--- config.mk ---
export PLATFORM = sky130hd
export DESIGN_NAME = dual_byte_port_bus_share
export DESIGN_NICKNAME = d
export VERILOG_FILES = /design/src/dual_port_pkg.sv /design/src/dual_byte_port_bus_share.sv /design/src/pin_sync.sv /design/src/port_reg_byte.sv
export SDC_FILE = /design/constraint.sdc
export NUM_CORES = 1
export LEC_CHECK = 0
export BUFFER_PORTS_ARGS = -buffer_cell sky130_fd_sc_hd__buf_2
export CORE_UTILIZATION = 50
export DETAILED_ROUTE_END_ITERATION = 12
export PLACE_DENSITY = 0.77
export SETUP_SLACK_MARGIN = 0.1
export SYNTH_ARGS = -nofsm -noshare
export SYNTH_HDL_FRONTEND = slang
export SYNTH_SLANG_ARGS = --single-unit
--- constraint.sdc ---
create_clock -name sys_clk -period 2 [get_ports sys_clk]
set_clock_uncertainty 0.15 [all_clocks]
set_input_delay 0.1 -clock sys_clk [delete_from_list [all_inputs] [get_ports sys_clk]]
set_output_delay 0.1 -clock sys_clk [all_outputs]
set_load 0.02 [all_outputs]
--- src/dual_port_pkg.sv ---
// Purpose: Shared constants for the dual byte port block
// Assumes: Register offsets are the low 16 bits of the address
// Notes: Mode codes follow the operating mode pins
`default_nettype none
package dual_port_pkg;
    localparam int ADDR_W = 16;
    localparam int DATA_W = 8;
    localparam logic [15:0] FIRST_DIR_OFS = 16'hffc4;
    localparam logic [15:0] SECOND_DIR_OFS = 16'hffc5;
    localparam logic [15:0] FIRST_LATCH_OFS = 16'hffc6;
    localparam logic [15:0] SECOND_LATCH_OFS = 16'hffc7;
    localparam logic [15:0] SECOND_PULLUP_OFS = 16'hffda;
    localparam logic [15:0] AREA_WIDTH_OFS = 16'hffec;
    localparam logic [7:0] REG_RESET = 8'h00;
    localparam logic [7:0] WO_READ_VALUE = 8'hff;
    localparam logic [7:0] UNMAPPED_READ = 8'h00;
    localparam logic [7:0] AREA_WIDTH_RESET = 8'hff;
    localparam logic [7:0] ALL_AREAS_8BIT = 8'hff;
    localparam logic [2:0] SINGLE_CHIP_MODE = 3'h7;
    localparam logic [2:0] FIRST_EXPANDED_MODE = 3'h1;
    localparam logic [2:0] LAST_EXPANDED_MODE = 3'h6;
endpackage
`default_nettype wire

--- src/dual_byte_port_bus_share.sv ---
// Purpose: Two byte-wide ports shared with the external data bus
// Assumes: Mode pins and standby levels come from same-clock logic
// Notes: Bus-side data and enables come from the bus controller
`default_nettype none
module dual_byte_port_bus_share (
    input wire logic sys_clk,
    input wire logic arst_n,
    input wire logic [2:0] opMode,
    input wire logic hwStandby,
    input wire logic swStandby,
    input wire logic [15:0] regAddr,
    input wire logic [7:0] regWrData,
    input wire logic regWrite,
    input wire logic regRead,
    output logic [7:0] regRdData,
    input wire logic [7:0] busOutData,
    input wire logic busDrive,
    output logic [15:0] busInData,
    input wire logic [7:0] firstPinIn,
    output logic [7:0] firstPinOut,
    output logic [7:0] firstPinOe,
    input wire logic [7:0] secondPinIn,
    output logic [7:0] secondPinOut,
    output logic [7:0] secondPinOe,
    output logic [7:0] secondPullupOn,
    output logic wideBusMode
);
    logic [7:0] firstDir;
    logic [7:0] secondDir;
    logic [7:0] firstLatch;
    logic [7:0] secondLatch;
    logic [7:0] pullEnable;
    logic [7:0] areaWidth;
    logic [7:0] firstSync;
    logic [7:0] secondSync;
    logic singleChip;
    logic expanded;
    logic wideBus;
    logic secondIsIo;
    logic [7:0] rdData_reg;
    logic [7:0] rdData_next;
    logic [7:0] firstOut_reg;
    logic [7:0] firstOut_next;
    logic [7:0] firstOe_reg;
    logic [7:0] firstOe_next;
    logic [7:0] secondOut_reg;
    logic [7:0] secondOut_next;
    logic [7:0] secondOe_reg;
    logic [7:0] secondOe_next;
    logic [7:0] pull_reg;
    logic [7:0] pull_next;
    logic wide_reg;
    logic wide_next;
    logic [15:0] busIn_reg;
    logic [15:0] busIn_next;

    function automatic logic [7:0] port_read(input logic [7:0] dir, input logic [7:0] latch,
                                             input logic [7:0] pin);
        port_read = (dir & latch) | (~dir & pin);
    endfunction

    function automatic logic hit(input logic [15:0] addr, input logic [15:0] ofs);
        hit = (addr == ofs);
    endfunction

    // Registers; hardware standby loads reset values, software standby is not seen at all
    port_reg_byte #(
        .RESET_VALUE(dual_port_pkg::REG_RESET)
    ) firstDirReg (
        .sys_clk(sys_clk),
        .arst_n(arst_n),
        .hwStandby(hwStandby),
        .writeEn(regWrite && hit(regAddr, dual_port_pkg::FIRST_DIR_OFS)),
        .writeData(regWrData),
        .value(firstDir)
    );
    port_reg_byte #(
        .RESET_VALUE(dual_port_pkg::REG_RESET)
    ) secondDirReg (
        .sys_clk(sys_clk),
        .arst_n(arst_n),
        .hwStandby(hwStandby),
        .writeEn(regWrite && hit(regAddr, dual_port_pkg::SECOND_DIR_OFS)),
        .writeData(regWrData),
        .value(secondDir)
    );
    port_reg_byte #(
        .RESET_VALUE(dual_port_pkg::REG_RESET)
    ) firstLatchReg (
        .sys_clk(sys_clk),
        .arst_n(arst_n),
        .hwStandby(hwStandby),
        .writeEn(regWrite && hit(regAddr, dual_port_pkg::FIRST_LATCH_OFS)),
        .writeData(regWrData),
        .value(firstLatch)
    );
    port_reg_byte #(
        .RESET_VALUE(dual_port_pkg::REG_RESET)
    ) secondLatchReg (
        .sys_clk(sys_clk),
        .arst_n(arst_n),
        .hwStandby(hwStandby),
        .writeEn(regWrite && hit(regAddr, dual_port_pkg::SECOND_LATCH_OFS)),
        .writeData(regWrData),
        .value(secondLatch)
    );
    port_reg_byte #(
        .RESET_VALUE(dual_port_pkg::REG_RESET)
    ) pullEnReg (
        .sys_clk(sys_clk),
        .arst_n(arst_n),
        .hwStandby(hwStandby),
        .writeEn(regWrite && hit(regAddr, dual_port_pkg::SECOND_PULLUP_OFS)),
        .writeData(regWrData),
        .value(pullEnable)
    );
    port_reg_byte #(
        .RESET_VALUE(dual_port_pkg::AREA_WIDTH_RESET)
    ) areaWidthReg (
        .sys_clk(sys_clk),
        .arst_n(arst_n),
        .hwStandby(hwStandby),
        .writeEn(regWrite && hit(regAddr, dual_port_pkg::AREA_WIDTH_OFS)),
        .writeData(regWrData),
        .value(areaWidth)
    );

    // Pins are asynchronous; a read lags a pin change by about five edges
    pin_sync #(
        .WIDTH(8)
    ) firstSyncU (
        .sys_clk(sys_clk),
        .arst_n(arst_n),
        .pinIn(firstPinIn),
        .pinOut(firstSync)
    );
    pin_sync #(
        .WIDTH(8)
    ) secondSyncU (
        .sys_clk(sys_clk),
        .arst_n(arst_n),
        .pinIn(secondPinIn),
        .pinOut(secondSync)
    );

    always_comb begin
        singleChip = (opMode == dual_port_pkg::SINGLE_CHIP_MODE);
        expanded = (opMode >= dual_port_pkg::FIRST_EXPANDED_MODE) &&
                   (opMode <= dual_port_pkg::LAST_EXPANDED_MODE);
        // A bit of 1 marks an 8-bit area; any 0 means a 16-bit area
        wideBus = expanded && (areaWidth != dual_port_pkg::ALL_AREAS_8BIT);
        secondIsIo = singleChip || (expanded && !wideBus);
    end

    always_comb begin
        rdData_next = dual_port_pkg::UNMAPPED_READ;
        if (regRead) begin
            case (regAddr)
                dual_port_pkg::FIRST_DIR_OFS: rdData_next = dual_port_pkg::WO_READ_VALUE;
                dual_port_pkg::SECOND_DIR_OFS: rdData_next = dual_port_pkg::WO_READ_VALUE;
                dual_port_pkg::FIRST_LATCH_OFS: rdData_next = port_read(firstDir, firstLatch,
                                                                        firstSync);
                dual_port_pkg::SECOND_LATCH_OFS: rdData_next = port_read(secondDir,
                                                                         secondLatch,
                                                                         secondSync);
                dual_port_pkg::SECOND_PULLUP_OFS: rdData_next = pullEnable;
                dual_port_pkg::AREA_WIDTH_OFS: rdData_next = areaWidth;
                default: rdData_next = dual_port_pkg::UNMAPPED_READ;
            endcase
        end
    end

    always_comb begin
        firstOut_next = '0;
        firstOe_next = '0;
        secondOut_next = '0;
        secondOe_next = '0;
        pull_next = '0;
        // Software standby only gates the bus drive enables; latches and directions hold
        if (singleChip) begin
            firstOut_next = firstLatch;
            firstOe_next = firstDir;
        end else if (expanded) begin
            firstOut_next = busOutData;
            firstOe_next = (busDrive && !swStandby) ? 8'hff : 8'h00;
        end
        if (secondIsIo) begin
            secondOut_next = secondLatch;
            secondOe_next = secondDir;
            pull_next = ~secondDir & pullEnable;
        end else if (wideBus) begin
            secondOut_next = busOutData;
            secondOe_next = (busDrive && !swStandby) ? 8'hff : 8'h00;
        end
        if (hwStandby) begin
            firstOe_next = '0;
            secondOe_next = '0;
            pull_next = '0;
        end
        wide_next = wideBus;
        busIn_next = {secondSync, firstSync};
    end

    always_ff @(posedge sys_clk or negedge arst_n) begin
        if (!arst_n) begin
            rdData_reg <= '0;
            firstOut_reg <= '0;
            firstOe_reg <= '0;
            secondOut_reg <= '0;
            secondOe_reg <= '0;
            pull_reg <= '0;
            wide_reg <= 1'b0;
            busIn_reg <= '0;
        end else begin
            rdData_reg <= rdData_next;
            firstOut_reg <= firstOut_next;
            firstOe_reg <= firstOe_next;
            secondOut_reg <= secondOut_next;
            secondOe_reg <= secondOe_next;
            pull_reg <= pull_next;
            wide_reg <= wide_next;
            busIn_reg <= busIn_next;
        end
    end

    assign regRdData = rdData_reg;
    assign firstPinOut = firstOut_reg;
    assign firstPinOe = firstOe_reg;
    assign secondPinOut = secondOut_reg;
    assign secondPinOe = secondOe_reg;
    assign secondPullupOn = pull_reg;
    assign wideBusMode = wide_reg;
    assign busInData = busIn_reg;
endmodule
`default_nettype wire

--- src/pin_sync.sv ---
// Purpose: Three-stage synchroniser with agreement filter for a pin group
// Assumes: Pins are asynchronous to sys_clk
// Notes: A change counts once stages two and three agree
`default_nettype none
module pin_sync #(
    parameter int WIDTH = 8
) (
    input wire logic sys_clk,
    input wire logic arst_n,
    input wire logic [WIDTH-1:0] pinIn,
    output logic [WIDTH-1:0] pinOut
);
    logic [WIDTH-1:0] stage1_reg;
    logic [WIDTH-1:0] stage2_reg;
    logic [WIDTH-1:0] stage3_reg;
    logic [WIDTH-1:0] stable_reg;
    logic [WIDTH-1:0] stable_next;

    always_comb begin
        // Only bits where the last two stages agree may move
        stable_next = (stage2_reg & stage3_reg) | (stable_reg & (stage2_reg | stage3_reg));
    end

    always_ff @(posedge sys_clk or negedge arst_n) begin
        if (!arst_n) begin
            stage1_reg <= '0;
            stage2_reg <= '0;
            stage3_reg <= '0;
            stable_reg <= '0;
        end else begin
            stage1_reg <= pinIn;
            stage2_reg <= stage1_reg;
            stage3_reg <= stage2_reg;
            stable_reg <= stable_next;
        end
    end

    assign pinOut = stable_reg;
endmodule
`default_nettype wire

--- src/port_reg_byte.sv ---
// Purpose: One 8-bit control register with standby reset to RESET_VALUE
// Assumes: Write strobe is already address decoded
// Notes: Hardware standby loads RESET_VALUE, software standby keeps contents
`default_nettype none
module port_reg_byte #(
    parameter logic [7:0] RESET_VALUE = 8'h00
) (
    input wire logic sys_clk,
    input wire logic arst_n,
    input wire logic hwStandby,
    input wire logic writeEn,
    input wire logic [7:0] writeData,
    output logic [7:0] value
);
    logic [7:0] value_reg;
    logic [7:0] value_next;

    always_comb begin
        value_next = value_reg;
        if (hwStandby) begin
            value_next = RESET_VALUE;
        end else if (writeEn) begin
            value_next = writeData;
        end
    end

    always_ff @(posedge sys_clk or negedge arst_n) begin
        if (!arst_n) begin
            value_reg <= RESET_VALUE;
        end else begin
            value_reg <= value_next;
        end
    end

    assign value = value_reg;
endmodule
`default_nettype wire

==> flow_summary.toml <==
[status]
outcome = "completed"

[cells_and_area]
multi_input_area_mm2 = 0.00209
diodes = 0
utilization = 0.669
fin_nets = 752
area_growth_pct = 27.9
seq_area_mm2 = 0.00444
final_common_cell = "dfrtp_1"
nFillCells = 978
largest_reg_flops = 16
final_cell_mix = "dfrtp_1, buf_2, a21oi_1"
instances_no_fill = 879
layout-drive-gt1-share = 0.287

[sta]
hold-worst-slack_ps = 5.89
setup_viol_count_final = 0
fmax_ghz = 0.558
finalCriticalPeriod_ps = 1790
tightest_slew_ps = 628
drv_slew = 0
slew-limit-headroom = 0.581
fin_crit_sh = 0.897
rsz0062_at_grt = "no"
timing_hold_violations_final = 0
worst_slack_ps = 206

[critical_path]
r2r_setup_slack_ps = 210
worstPathArrival_ps = 1960
reg2reg_from = "areaWidthReg.value[7]"
critPathRequiredTime_ps = 2170
critPathMaxFanout = 6
startpoint_type = "register"
crit_end = "secondPullupOn[7]"
r2r_end = "secondPullupOn[7]"
critPathKind = "register to register"
r2r_cells = 4
cp-end-kind = "register"
critPathLaunch = "areaWidthReg.value[7]"

[routing]
dr_total_vias = 5134
wl_mm = 17.5
drc_errors = 0
final_antenna_net_count = 0
wl_per_cell_um = 19.9
first_pass_iters = 6
vias_per_cell = 5.84
detail_route.iter0.violations = 551

[place]
place_inst = 812
numPortBuffers = 122
dp_hpwl_mm = 11.8
gp_congestion = 0.910
place_ws_ps = -24.8

[job]
max_cap_viol_count = 0

[grt]
antenna_found_initial = 0
grt_max_degree = 56
grt.total_usage = 0.267
grt_pass1_vias = 5192
overflow = 0
grt_pass1_wl_mm = 28.1

[synth]
async_flop_share = 1.00
synth_top_cell_area_share = 0.631
synth_nets = 587
ys_seq_area_frac = 0.662
syn-instance-count = 529
yosysTopAreaCell = "dfrtp_1"
syn_avg_cell_area_um2 = 12.7
syn_area_mm2 = 0.00670
synth-edff-count = 0
yosysWarnings = 0
synth.area.top_cells = "dfrtp_1, a21oi_1, dfstp_2"
synth_ff_type = "dfrtp_1"
synth_seq_cells = 177
synth_cell_types = 44

[worst_hold_path]
hold_path_class = "input pin to async pin"

[floorplan]
die_area_mm2 = 0.0139
die_y_um = 118
top_level_ports = 123
placeableCoreArea_mm2 = 0.0128
placementRows = 41
fp.dieW_um = 118
start_util = 0.523

[power]
powerDensity_mw_per_mm2 = 915
ir_worst_vdd_mv = 0.563
cellLeakagePower_nw = 3.89

[clock_network]
clk_pin_slew_ps = 70
htreeDepth = 4
cts_inserted_buffers = 17
cts.sinks = 177
clockBufferDepth = 2
cts_tree = "done"
clk_latency_ps = 430
root_buffer = "clkbuf_16"
-- worst max-delay path, cell delays in order, from the launching register on --
cell and delay [ps]:
dfstp_2 540, and4_2 300, a21oi_1 110, nor2_2 220
nor4bb_2 360
-- stage by stage --
stage / area (um^2) / power (W) / TNS (ps)
finish: 8580 / 0.00784 / 0
floorplan: 6700 / 0.00409 / 0
CTS: 8570 / 0.00788 / 0
detailed placement: 7600 / 0.00441 / -24.8
global placement: 7600 / 0.00439 / 0
global route: 8580 / 0.00810 / 0
-- final cells by class --
class                           count  share of cell area
Timing Repair Buffer              181               0.138
Inverter                           11             0.00481
Multi-Input combinational cell    306               0.243
Clock buffer                       20              0.0509
Clock inverter                     12              0.0201
Tap cell                          172              0.0251
Sequential cell                   177               0.518
-- power by group --
group	switching (W)	total, W	internal (W)
Clock	0.00144	0.00344	0.00200
Sequential	0.0000720	0.00379	0.00372
Combinational	0.000384	0.000614	0.000230
Total	0.00189	0.00784	0.00595
-- timing repair --
item	4_1_cts	5_1_grt
hold endpoints to repair	252	0
hold buffers	35	0
buffers inserted	0	0
gates resized for setup	2	3
endpoints found under the setup margin	1	20
-- kinds of logic after synthesis --
family / synth area share
AND/OR/NAND/NOR: 0.108
multiplexers: 0.0254
buffers and inverters: 0.0284
flip-flops: 0.662
AO/OA/AOI/OAI: 0.153
adder cells (fa/ha/maj): 0.0239
-- synth_stat cells, types with 3 or more instances --
library cell    n
a211o_1         8
a211oi_1       12
a21oi_1        54
a22o_1          8
a22oi_1        17
and3_1          8
and4b_1         7
buf_2           8
clkbuf_1       24
dfrtp_1       169
dfstp_2         8
inv_1          10
maj3_1         16
mux2_2          8
mux2i_1         8
nand2_1         5
nand3_1        17
nand4_1        26
nand4bb_1       3
nor2_1         13
nor3_1          4
nor4_4          4
o21a_1          9
o21ai_0         9
o21ai_1        40
o22ai_1         8
or4_1           4
-- worst min path at each step --
stage                           endpoint  slack, ps  cells past startpoint
2_1_floorplan               busInData[0]       -350                      0
3_3_place_gp                busInData[8]       -110                      1
3_5_place_dp                busInData[8]       -100                      1
4_1_cts           firstLatchReg.value[7]          7                      3
5_1_grt        secondSyncU.stage2_reg[5]         50                      2
6_report       secondSyncU.stage1_reg[0]          6                      2
-- routing by layer --
metal | track usage | routed length (um) | vias up
met2 | 0.408 | 8150 | 247
met3 | 0.0606 | 1210 | 50
met5 | 0 | 0 | -
met4 | 0.120 | 541 | 0
li1 | - | - | 2294
met1 | 0.365 | 7610 | 2543
Power figures use the tool's default switching activity.
